<file path="config.mk">
export PLATFORM = sky130hd
export DESIGN_NAME = ipm_masker
export DESIGN_NICKNAME = d
export VERILOG_FILES = /design/src/ipm_pkg.sv /design/src/ipm_masker.sv
export SDC_FILE = /design/constraint.sdc
export NUM_CORES = 1
export LEC_CHECK = 0
export BUFFER_PORTS_ARGS = -buffer_cell sky130_fd_sc_hd__buf_4
export CAP_MARGIN = 20
export CELL_PAD_IN_SITES_DETAIL_PLACEMENT = 2
export CELL_PAD_IN_SITES_GLOBAL_PLACEMENT = 2
export CORE_MARGIN = 4
export CORE_UTILIZATION = 33
export CTS_BUF_LIST = sky130_fd_sc_hd__clkbuf_8
export DETAILED_ROUTE_END_ITERATION = 8
export PLACE_DENSITY_LB_ADDON = 0.2
export SLEW_MARGIN = 20
export SYNTH_ARGS = -nofsm -noshare
export SYNTH_HDL_FRONTEND = slang
export SYNTH_SLANG_ARGS = --single-unit
</file>
<file path="constraint.sdc">
create_clock -name pclk -period 2 [get_ports pclk]
set_input_delay 0.4 -clock pclk [delete_from_list [all_inputs] [get_ports pclk]]
set_output_delay 0.4 -clock pclk [all_outputs]
set_load 0.1 [all_outputs]
</file>
<file path="src/ipm_pkg.sv">
// Package of the interrupt priority masker: register indices, field positions,
// reset values and the packed carriers shared by the design.
// Assumes a 32-bit APB with 16-bit byte addresses; byte address = 4 * index.
package ipm_pkg;

    localparam int          IPM_NUM_SRC       = 40;
    localparam int          IPM_NUM_LVL_REGS  = 10;
    localparam int          IPM_SRC_PER_REG   = 4;
    localparam int          IPM_STACK_DEPTH   = 4;
    localparam int          IPM_ADDR_W        = 16;
    localparam int          IPM_IDX_W         = 14;

    localparam logic [13:0] IPM_IDX_SC        = 14'h003E;
    localparam logic [13:0] IPM_IDX_STACK     = 14'h003F;
    localparam logic [13:0] IPM_IDX_LVL0      = 14'h3050;
    localparam logic [13:0] IPM_IDX_LVL_LAST  = 14'h3059;

    localparam int          IPM_SC_EN_BIT     = 7;
    localparam int          IPM_SC_RSVD6_BIT  = 6;
    localparam int          IPM_SC_EMPTY_BIT  = 5;
    localparam int          IPM_SC_FULL_BIT   = 4;
    localparam int          IPM_SC_PULL_BIT   = 3;
    localparam int          IPM_SC_RSVD2_BIT  = 2;
    localparam int          IPM_SC_MASK_LSB   = 0;

    localparam logic [7:0]  IPM_SC_RESET      = 8'h20;
    localparam logic [7:0]  IPM_STACK_RESET   = 8'h00;
    localparam logic [7:0]  IPM_LVL_RESET     = 8'h00;
    localparam logic [1:0]  IPM_MASK_MAX      = 2'h3;
    localparam logic [2:0]  IPM_CNT_FULL      = 3'h4;

    typedef struct packed {
        logic       en;
        logic [1:0] mask;
    } ipm_ctrl_t;

    typedef struct packed {
        logic [1:0] slot3;
        logic [1:0] slot2;
        logic [1:0] slot1;
        logic [1:0] slot0;
    } ipm_stack_t;

    typedef struct packed {
        logic       valid;
        logic [5:0] id;
    } ipm_ack_t;

endpackage

</file>
<file path="src/ipm_masker.sv">
// Interrupt priority masker: level filter for 40 sources, mask pseudo stack,
// APB register slave with zero wait states.
// Assumes sources and the acceptance strobe come from logic on pclk.
`timescale 1ns/1ns

// Overview of operation
// - Enable clear: sources pass straight to the CPU, stack untouched.
// - Enable set: every source passes through the priority masking logic.
// - Enabled: a source reaches the CPU only if its level >= mask.
// - Status bits 6 and 2 read zero and ignore writes.
// - Status bit 5 shows an empty stack, updated on every push and pull.
// - Status bit 4 shows all four slots used, updated on every push and pull.
// - Pushing while full discards the oldest entry in slot 0.
// - Writing 1 to status bit 3 while enabled pulls the newest entry into the mask.
// - A pull shifts the stack toward slot 3 and zero fills slot 0.
// - Software mask writes change the mask except when a push or pull acts in the same cycle, and never push.
// - Pull plus mask write while enabled: pulled value wins.
// - Interrupt taken while enabled pushes the current mask; with a pull in the same cycle neither acts and the mask holds.
// - Stack register holds slots 3..0 at bits 7:6, 5:4, 3:2, 1:0.
// - Ten level registers hold 2-bit levels for groups of four sources.
// - Level register n bits 7:6..1:0 serve sources n*4+3..n*4+0.
// - Status register at index 3E resets to 20h.
// - Level registers at indices 3050..3059 reset to 00h.
module ipm_masker
    import ipm_pkg::*;
(
    input  wire logic                    pclk,
    input  wire logic                    presetn,
    input  wire logic                    psel,
    input  wire logic                    penable,
    input  wire logic                    pwrite,
    input  wire logic [IPM_ADDR_W-1:0]   paddr,
    input  wire logic [31:0]             pwdata,
    output logic      [31:0]             prdata,
    output logic                         pready,
    output logic                         pslverr,
    input  wire logic [IPM_NUM_SRC-1:0]  irq_src,
    input  wire logic                    irq_ack,
    input  wire logic [5:0]              irq_ack_id,
    output logic      [IPM_NUM_SRC-1:0]  irq_cpu
);

    ////////////////////////////////////////////////////////////////////////////
    // State.

    ipm_ctrl_t                          ctrl_q;
    ipm_ctrl_t                          ctrl_d;
    ipm_stack_t                         stack_q;
    ipm_stack_t                         stack_d;
    logic [2:0]                         cnt_q;
    logic [2:0]                         cnt_d;
    logic [IPM_NUM_LVL_REGS-1:0][7:0]   lvl_q;
    logic [IPM_NUM_LVL_REGS-1:0][7:0]   lvl_d;
    logic [31:0]                        rdata_q;
    logic [31:0]                        rdata_d;
    logic                               err_q;
    logic                               err_d;
    logic [IPM_NUM_SRC-1:0]             irq_cpu_q;
    logic [IPM_NUM_SRC-1:0]             irq_cpu_d;

    ////////////////////////////////////////////////////////////////////////////
    // Address decode.

    logic [IPM_IDX_W-1:0]   idx;
    logic                   aligned;
    logic                   hit_sc;
    logic                   hit_stack;
    logic                   hit_lvl;
    logic [IPM_IDX_W-1:0]   lvl_off;
    logic [3:0]             lvl_sel;
    logic                   mapped;
    logic                   wr_access;

    always_comb begin
        idx       = paddr[IPM_ADDR_W-1:2];
        aligned   = (paddr[1:0] == 2'h0);
        hit_sc    = aligned && (idx == IPM_IDX_SC);
        hit_stack = aligned && (idx == IPM_IDX_STACK);
        hit_lvl   = aligned && (idx >= IPM_IDX_LVL0) && (idx <= IPM_IDX_LVL_LAST);
        lvl_off   = idx - IPM_IDX_LVL0;
        lvl_sel   = lvl_off[3:0];
        mapped    = hit_sc || hit_stack || hit_lvl;
        wr_access = psel && penable && pwrite && mapped;
    end

    ////////////////////////////////////////////////////////////////////////////
    // Status word as read back.

    logic [7:0] sc_view;

    always_comb begin
        sc_view                   = 8'h00;
        sc_view[IPM_SC_EN_BIT]    = ctrl_q.en;
        sc_view[IPM_SC_EMPTY_BIT] = (cnt_q == 3'h0);
        sc_view[IPM_SC_FULL_BIT]  = (cnt_q == IPM_CNT_FULL);
        sc_view[IPM_SC_MASK_LSB +: 2] = ctrl_q.mask;
    end

    ////////////////////////////////////////////////////////////////////////////
    // APB read data and error, captured in the setup cycle.

    always_comb begin
        rdata_d = rdata_q;
        err_d   = err_q;
        if (psel && !penable) begin
            rdata_d = 32'h0000_0000;
            err_d   = !mapped;
            if (hit_sc) begin
                rdata_d[7:0] = sc_view;
            end else if (hit_stack) begin
                rdata_d[7:0] = stack_q;
            end else if (hit_lvl) begin
                rdata_d[7:0] = lvl_q[lvl_sel];
            end
        end
    end

    always_ff @(posedge pclk or negedge presetn) begin
        if (!presetn) begin
            rdata_q <= 32'h0000_0000;
            err_q   <= 1'b0;
        end else begin
            rdata_q <= rdata_d;
            err_q   <= err_d;
        end
    end

    always_comb begin
        pready  = 1'b1;
        prdata  = rdata_q;
        pslverr = psel && penable && err_q;
    end

    ////////////////////////////////////////////////////////////////////////////
    // Level registers.

    always_comb begin
        lvl_d = lvl_q;
        if (wr_access && hit_lvl) begin
            lvl_d[lvl_sel] = pwdata[7:0];
        end
    end

    always_ff @(posedge pclk or negedge presetn) begin
        if (!presetn) begin
            for (int n = 0; n < IPM_NUM_LVL_REGS; n++) begin
                lvl_q[n] <= IPM_LVL_RESET;
            end
        end else begin
            lvl_q <= lvl_d;
        end
    end

    ////////////////////////////////////////////////////////////////////////////
    // Acceptance decode and level lookup.

    ipm_ack_t                           ack;
    logic [2*IPM_NUM_SRC-1:0]           lvl_flat;
    logic [1:0]                         ack_level;
    logic [1:0]                         raised_mask;
    logic                               do_push;
    logic                               do_pull;
    logic                               sc_write;

    always_comb begin
        ack.valid   = irq_ack && (irq_ack_id < 6'(IPM_NUM_SRC));
        ack.id      = irq_ack_id;
        lvl_flat    = lvl_q;
        ack_level   = 2'h0;
        if (ack.valid) begin
            ack_level = lvl_flat[{ack.id, 1'b0} +: 2];
        end
        raised_mask = (ack_level == IPM_MASK_MAX) ? IPM_MASK_MAX
                                                  : ack_level + 2'h1;
        sc_write    = wr_access && hit_sc;
        do_push     = ctrl_q.en && ack.valid;
        do_pull     = ctrl_q.en && sc_write && pwdata[IPM_SC_PULL_BIT];
    end

    ////////////////////////////////////////////////////////////////////////////
    // Control and pseudo stack.

    always_comb begin
        ctrl_d  = ctrl_q;
        stack_d = stack_q;
        cnt_d   = cnt_q;
        if (sc_write) begin
            ctrl_d.en   = pwdata[IPM_SC_EN_BIT];
            ctrl_d.mask = pwdata[IPM_SC_MASK_LSB +: 2];
        end
        if (do_push && do_pull) begin
            ctrl_d.mask = ctrl_q.mask;
        end else if (do_push) begin
            stack_d = {ctrl_q.mask, stack_q.slot3, stack_q.slot2,
                       stack_q.slot1};
            if (cnt_q != IPM_CNT_FULL) begin
                cnt_d = cnt_q + 3'h1;
            end
            ctrl_d.mask = raised_mask;
        end else if (do_pull) begin
            ctrl_d.mask = stack_q.slot3;
            stack_d     = {stack_q.slot2, stack_q.slot1, stack_q.slot0,
                           2'h0};
            if (cnt_q != 3'h0) begin
                cnt_d = cnt_q - 3'h1;
            end
        end
    end

    always_ff @(posedge pclk or negedge presetn) begin
        if (!presetn) begin
            ctrl_q.en   <= IPM_SC_RESET[IPM_SC_EN_BIT];
            ctrl_q.mask <= IPM_SC_RESET[1:0];
            stack_q     <= IPM_STACK_RESET;
            cnt_q       <= 3'h0;
        end else begin
            ctrl_q  <= ctrl_d;
            stack_q <= stack_d;
            cnt_q   <= cnt_d;
        end
    end

    ////////////////////////////////////////////////////////////////////////////
    // Request filter toward the CPU.

    always_comb begin
        irq_cpu_d = '0;
        for (int i = 0; i < IPM_NUM_SRC; i++) begin
            if (!ctrl_q.en) begin
                irq_cpu_d[i] = irq_src[i];
            end else begin
                irq_cpu_d[i] = irq_src[i] &&
                               (lvl_flat[2*i +: 2] >= ctrl_q.mask);
            end
        end
    end

    always_ff @(posedge pclk or negedge presetn) begin
        if (!presetn) begin
            irq_cpu_q <= '0;
        end else begin
            irq_cpu_q <= irq_cpu_d;
        end
    end

    always_comb begin
        irq_cpu = irq_cpu_q;
    end

endmodule

</file>
# Yosys cells after proc, flatten, opt, wreduce, memory -nomap -nowiden
# Cells that the tools add are included.
[op_classes]
add_sub_neg = 4
eq_ne = 6
mux = 59
n_lt_le_gt_ge = 45
n_shift = 1
reduce_logical = 70
n_bitwise = 1
[op_table]
columns = ["operator", "count"]
rows = [
  ["bitwise mux 80 bit", 1],
  [">= comparator 2 bit", 40],
  ["indexed part select 80 x 8 -> 2 bit", 1],
  ["logical AND 1 bit", 57],
  ["2-to-1 mux 8 bit", 7],
  ["2-to-1 mux 1 bit", 40],
  ["binary-select mux 8 bit (select 4 bit)", 1],
  ["demux 8 bit (select 4 bit)", 1],
  ["equality test 14 x 6 -> 1 bit (second input constant)", 2],
  [">= comparator 14 bit (second input constant)", 1],
  ["<= comparator 14 bit (second input constant)", 1],
  ["2-to-1 mux 3 bit", 4],
  ["2-to-1 mux 2 bit", 5],
  ["< comparator 6 bit (second input constant)", 1],
  ["nonzero test 3 bit", 2],
  ["< comparator 4 x 5 -> 1 bit (second input constant)", 1],
  [">= comparator 4 x 1 -> 1 bit (second input constant)", 1],
  ["AND reduction 2 bit", 2],
  ["AND reduction 4 bit", 1],
  ["nonzero test 2 bit", 2],
  ["subtractor 4 x 1 -> 4 bit (second input constant)", 1],
  ["adder 3 x 1 -> 3 bit (second input constant)", 1],
  ["equality test 3 bit (second input constant)", 1],
  ["logical NOT 3 bit", 1],
  ["other kinds (9)", 11],
]
[word_totals]
elab_cells = 206
regBits = 143

# Longest topological paths before layout
# Gate-level depths: netlist of the first run.
[depth]
depth_word = 11
ltp_mapped = 9
depth_no_buf = 8

# Least setup slack after synthesis of the first run
# OpenSTA, ideal clock, no wires.
[synth_path]
kind = "input port to flip-flop"
startpoint = "input port irq_ack_id[3]"
endpoint = "register cnt_q[1]"
required_time_ns = 1.923
cell_stages = 9
setup_slack_ns = -0.294
setup_time_ns = 0.077
n_path_buf = 3
arrival_ns = 2.216
path_cell_list = "clkbuf_1 > o21ai_0 > nand3_1 > inv_1 > clkbuf_1 > ha_1 > clkbuf_1 > o21ai_0 > a21oi_1"
[synth_via]
elab_chain_cells = 6
elab_cells_between_ends = 10
cone_classes = "order compare: 1; eq/ne: 1; mux: 1; bitwise: 1; reduce/logical: 6"
[synth_rtl]
columns = ["item", "line_no", "rtl"]
rows = [
  ["start: declaration", "ipm_masker.sv:39", "input wire logic [5:0] irq_ack_id,"],
  ["< comparator 6 bit *", "ipm_masker.sv:166", "ack.valid = irq_ack && (irq_ack_id < 6'(IPM_NUM_SRC));"],
  ["logical AND 1 bit *", "ipm_masker.sv:166", ""],
  ["logical AND 1 bit *", "ipm_masker.sv:176", "do_push = ctrl_q.en && ack.valid;"],
  ["parallel branches: the longest is 3 deep, another holds AND reduction 4 bit", "-", ""],
  ["end signal: assignment", "ipm_masker.sv:219", "cnt_q <= cnt_d;"],
  ["end: declaration", "ipm_masker.sv:50", "logic [2:0] cnt_q;"],
]
# Mark *: on every way between the ends.
# A chain may end at the register's enable or synchronous reset.

# Worst setup path in the final report of the first run
[layout_path]
startpoint = "register lvl_q, in the netlist lvl_flat[31]"
endpoint = "register rdata_q[7] (netlist: prdata[7])"
[layout_via]
elab_chain_cells = 5
[layout_rtl]
columns = ["item", "line_no", "rtl"]
rows = [
  ["start: declaration", "ipm_masker.sv:52", "logic [IPM_NUM_LVL_REGS-1:0][7:0] lvl_q;"],
  ["start signal: assignment", "ipm_masker.sv:150", "lvl_q <= lvl_d;"],
  ["binary-select mux 8 bit (select 4 bit)", "ipm_masker.sv:113", "rdata_d[7:0] = lvl_q[lvl_sel];"],
  ["2-to-1 mux 8 bit (implied by the code)", "ipm_masker.sv:113", ""],
  ["2-to-1 mux 8 bit", "ipm_masker.sv:112", "end else if (hit_lvl) begin"],
  ["2-to-1 mux 8 bit", "ipm_masker.sv:110", "end else if (hit_stack) begin"],
  ["2-to-1 mux 8 bit", "ipm_masker.sv:108", "if (hit_sc) begin"],
  ["end signal: assignment", "ipm_masker.sv:123", "rdata_q <= rdata_d;"],
  ["end: declaration", "ipm_masker.sv:54", "logic [31:0] rdata_q;"],
]
# Every way passes these cells. The select of a mux whose other input is x is not followed.

==> results of run 1 <==
==> path summary, 6_finish.rpt <==
path,endpoint,depth (start not counted),slack [ps],start
setup / recovery,prdata[7],6,-80,lvl_flat[31]
hold / removal,irq_cpu[9],3,130,irq_src[9]
setup reg to reg,prdata[7],6,-80,lvl_flat[31]
hold reg to reg,prdata[7],2,500,prdata[7]
max in group asynchronous,lvl_flat[16],3,970,presetn
min in group asynchronous,irq_cpu[0],2,380,presetn
==> layer usage <==
metal / GRT usage [%] / up-vias
met1: 27.2 / 3747
li1: - / 3293
met2: 35.4 / 170
met3: 3.12 / 28
met4: 4.65 / 0
met5: 0 / -
==> metrics by stage <==
step	utilization, %	worst slack [ps]	TNS (ps)	cells
floorplan	-	-56.7	-512	863
global placement	41.0	-347	-17990	1369
detailed placement	41.0	-323	-18610	1369
CTS	43.0	-48.7	-48.7	1403
global route	43.2	-103	-249	1404
finish	43.2	-80.9	-80.9	1404
==> critical path: cells and delay by family (launching register included) <==
family | cells | cell delay [ps]
AO/OA/AOI/OAI | 4 | 810
buffers and inverters | 1 | 200
flip-flops | 1 | 460
multiplexers | 1 | 510
==> logic make-up (layout without fill, tap and decap cells) <==
logic type	count (synthesis)	count (layout)	synth area share, %
other	2	25	0.0829
muxes	141	141	21.7
adders and majority gates	83	83	11.5
DFF	143	143	39.5
and+or+nand+nor	86	86	5.55
AOI/OAI and AO/OA	145	145	10.0
xor gates and xnor gates	1	1	0.0967
buffers and inverters	239	439	11.4
==> report_power, final <==
part	switching [uW]	internal, uW
combinational	833	286
sequential	14.2	2930
clock	1270	1630
==> cell usage in the layout, fill, tap and decap left out, types with 3 or more instances in the layout <==
cell type / count
nor2_1: 16
o21ai_0: 49
mux2_2: 83
a31oi_1: 46
a22oi_1: 9
buf_4: 219
o21ai_1: 4
buf_12: 8
ha_1: 82
nand3_1: 4
a221oi_2: 3
nand2_1: 28
mux4_2: 33
clkbuf_8: 21
nand2b_1: 7
o31ai_1: 4
conb_1: 25
o22ai_1: 9
mux2i_1: 13
a222oi_1: 3
nor2_2: 4
nand4_1: 3
nor2b_1: 3
mux2_4: 8
a21oi_1: 3
bufinv_16: 5
dfrtp_1: 141
inv_1: 175
==> sequential cells by signal (all words and copies together), names as in the netlist <==
name,cells
cnt_q,3
lvl_flat,80
irq_cpu,40
stack_q,8
err_q,1
prdata,8
ctrl_q,3
==> what timing repair did <==
action                                  in CTS  in global routing
gates cloned                                 0                  0
resized for setup                            6                 16
hold buffers                                 1                  0
setup buffers                                1                  1
hold endpoints to repair                    29                  0
pin swaps                                    4                  5
endpoints found under the setup margin       4                  6
==> final cells by class <==
cell class / count / area [sq um]
clock buffer: 21 / 289
inverter: 177 / 664
multi-input combinational: 481 / 4650
clock inverter: 11 / 200
fill: 2824 / 15300
sequential: 143 / 3580
timing repair buffer: 230 / 1840
tap: 341 / 427
==> impl_metrics.ini, run 1 <==
[cells_and_area]
n_antenna_cell = 0
nets = 1233
syn2layout_area_growth_pct = 28.6
fin_area_sq_mm = 0.0116
drive_gt1_share_pct = 39.4

[timing]
rsz0062_at_grt = true
finClkSkew_ps = 22.6
slew_violations = 0
finalCritPeriodShare_pct = 104
fmax_mhz = 481
slew_headroom_pct = 66.7
final-setup-viol-count = 1
hold_viol = 0
worst_pin_slew_ps = 499
fin_ws_ps = -80.9
layout_min_cycle_time_ps = 2080
timing.hold.ws_ps = 128

[synthesis]
yosysSeqAreaShare_pct = 39.5
ys_ff_latch = 143
ys_types = 55
yosys_most_used_dff = dfrtp_1
synth_area_leaders = dfrtp_1 40%, ha_1 11%, mux2_2 10%
avgSynthCellArea_sq_um = 10.8
ys_top_cells_by_count = 176 x inv_1, 143 x dfrtp_1, 83 x mux2_2, 82 x ha_1, 54 x o21ai_0
syn-cell-area_sq_mm = 0.00906
synthArstFlopShare_pct = 100
synth.most_common_cell = inv_1
synth-edff-count = 0
postSynthCellCount = 840
yosys.area.top_type = dfrtp_1
ys_warn_count = 0
synth_top_area_share_pct = 39.5

[place]
routabilityCongestion = 0.872
placed_cell_area_sq_mm = 0.0110
dpl.hpwl_mm = 23.0
io_buffers = 124

[drt]
top_layer_used = met4
via_count = 7238
wl_met2_mm = 15.1
drt.antenna.violating_nets = 0
wl_per_cell_microns = 21.7
drt_first_pass_iters = 5
drc_errors = 0
wl_mm = 30.4
vias_per_cell = 5.16
drtIter0Drc = 330
m1WireLength_mm = 13.8
met3_length_mm = 1.06

[clock_network]
clock_latency_ps = 480
htree_levels = 4
clk_pin_slew_ps = 100
cts_root_buf = clkbuf_8
cts.path.max_buffers = 2
cts_tree = yes
cts_buffers = 17
cts.sinks = 143

[worst_setup_path]
cp_max_fo = 3
cp_cell_sequence = mux4_2, a22oi_2, o22ai_1, a222oi_1, buf_4, o21ai_2
slowest_delay_ps = 510
worstSetupStartpointType = register
slowest_stage = mux4_2
crit_type = reg -> reg
cp.arrival_ps = 2450
required_ps = 2370
crit_path_end_kind = register

[die]
fp.dieH_microns = 174
num_rows = 60
start_util_pct = 33.6
die_area_sq_mm = 0.0302
io-pin-count = 174
coreArea_sq_mm = 0.0270
die_w_microns = 174

[power_and_ir_drop]
power_uw = 6970
p_leak_uw = 0.00604
power_density_mw_per_mm2 = 598
ir_drop_mv = 0.337

[hold_path]
worstHoldPathType = in -> reg

[flow_run]
maxCapViolations = 0

[global_routing]
gr-total-overflow = 0
grt_pass1_wl_mm = 48.0
grt_pass1_vias = 8037
antenna_found_initial = 0
track_usage_pct = 20.5
grt_start_max_net_pins = 51

[outcome]
status = finished, violations left
violations = negative setup slack
Power figures use the tool's default switching activity.
==> run 2, diff against run 1 <==
--- a/config.mk
+++ b/config.mk
@@ -14,7 +14,9 @@
 export CTS_BUF_LIST = sky130_fd_sc_hd__clkbuf_8
 export DETAILED_ROUTE_END_ITERATION = 8
 export PLACE_DENSITY_LB_ADDON = 0.2
+export SETUP_SLACK_MARGIN = 0.3
 export SLEW_MARGIN = 20
 export SYNTH_ARGS = -nofsm -noshare
 export SYNTH_HDL_FRONTEND = slang
 export SYNTH_SLANG_ARGS = --single-unit
+export TNS_END_PERCENT = 30
==> run 2 against run 1 <==
  * Critical path type unchanged
  * First-iteration DRC count increased by 3.0%
  * Final area increased by 5.0%
  * Utilization increased by 2.2 points
  * Global-route usage increased by 0.90 points
  * Via count increased by 1.1%
  * Critical path depth decreased by 1
  * Die area unchanged
  * Combinational power about the same
  * Sequential cell count unchanged
  * The flow now finishes without violations
  * Non-clock buffer count increased by 22
  * Hold slack got worse by 3.7 ps
  * Final cell count increased by 1.6%
==> impl_metrics.ini, run 2 (synthesis gave the netlist of run 1 again) <==
[cells_and_area]
final_cells = 1426
fin_util_pct = 45.4
layout_commonest_cell = buf_4
drive_gt1_share_pct = 43.0
fin_area_sq_mm = 0.0122
layout_common_cells = 219 x buf_4, 176 x inv_1, 136 x dfrtp_1
n_antenna_cell = 0
nets = 1255
syn2layout_area_growth_pct = 35.0
largest_reg_flops = 80

[power_and_ir_drop]
power_density_mw_per_mm2 = 550
p_leak_uw = 0.00631
ir_drop_mv = 0.298

[place]
dpl.cell_count = 1371
io_buffers = 124
routabilityCongestion = 0.864
dpl.hpwl_mm = 23.2
placed_cell_area_sq_mm = 0.0111

[outcome]
status = finished, final reports clean

[global_routing]
antenna_found_initial = 1
gr-total-overflow = 0
grt_pass1_vias = 8271
track_usage_pct = 21.4
grt_pass1_wl_mm = 49.8
grt_start_max_net_pins = 42

[drt]
wl_mm = 32.4
top_layer_used = met5
wl_met2_mm = 17.2
wl_per_cell_microns = 22.7
met3_length_mm = 1.11
vias_per_cell = 5.13
drtIter0Drc = 340
drt.antenna.violating_nets = 0
drc_errors = 0
via_count = 7317
m1WireLength_mm = 13.8
drt_first_pass_iters = 7

[clock_network]
clock_latency_ps = 480
cts.sinks = 143
cts_root_buf = clkbuf_8
htree_levels = 4
cts.path.max_buffers = 2
cts_buffers = 17
cts_tree = yes
clk_pin_slew_ps = 100

[die]
io-pin-count = 174
die_area_sq_mm = 0.0302
die_w_microns = 174
coreArea_sq_mm = 0.0270
num_rows = 60
fp.dieH_microns = 174
start_util_pct = 33.6

[timing]
finClkSkew_ps = 16.5
finalCritPeriodShare_pct = 97.6
hold_viol = 0
slew_headroom_pct = 62.6
layout_min_cycle_time_ps = 1950
final-setup-viol-count = 0
final.setup.tns_ps = 0
rsz0062_at_grt = true
slew_violations = 0
worst_pin_slew_ps = 560
fmax_mhz = 512

[flow_run]
maxCapViolations = 0

[worst_setup_path]
cp.arrival_ps = 2290
worstSetupStartpointType = register
crit_type = reg -> reg
required_ps = 2330
crit_path_end_kind = register
r2r_slack_ps = 50
cp_max_fo = 3

[hold_path]
worstHoldPathType = in -> reg
==> run 2: metrics by stage <==
step / hold WS (ps) / setup slack [ps] / total power [uW]
after floorplan: 104 / -56.7 / 3760
after global placement: 357 / -344 / 4110
after detailed placement: 363 / -378 / 4120
after CTS: 95.0 / 50.7 / 6770
after global routing: 95.8 / -0.968 / 6980
final: 125 / 47.3 / 6730
==> run 2: repair_timing <==
action	4_1_cts	5_1_grt
pin swaps	22	30
endpoints found under the setup margin	33	100
hold buffers	1	0
setup buffers	14	8
gates resized for setup	37	84
hold endpoints to repair	35	0
==> run 2: layout make-up <==
type / instances / area, sq um
Fill cell: 2744 / 14700
Timing Repair Buffer: 252 / 2090
Sequential cell: 143 / 3590
Multi-Input combinational cell: 481 / 5040
Tap cell: 341 / 427
Clock buffer: 18 / 248
Inverter: 177 / 664
Clock inverter: 14 / 175
==> run 2: worst max-delay path, stage by stage, from the launching register on <==
cell       delay (ps)
dfrtp_1           430
mux4_2            540
mux2i_4           200
a221oi_4          100
a2111oi_4         400
a222oi_1          140
==> run 2: report_power, final <==
part	switching, uW	internal (uW)	total, uW
logic	850	304	1150
clock network	1260	1370	2630
registers	13.6	2930	2940
total	2120	4610	6730
==> run 2: routing by layer <==
layer  GRT usage [%]  vias to the layer above
li1                -                     3332
met1            26.4                     3810
met2            39.3                      152
met3            3.56                       21
met4            4.62                        2
met5               0                        -
==> run 2: path summary, 6_finish.rpt <==
path,endpoint,cells past startpoint,start
worst min-delay path,irq_cpu[36],3,irq_src[36]
max in group asynchronous,lvl_flat[30],3,presetn
worst min register to register,prdata[4],2,prdata[4]
worst max register to register,ctrl_q[1],5,lvl_flat[7]
worst max-delay path,ctrl_q[1],5,lvl_flat[7]
min in group asynchronous,irq_cpu[7],2,presetn
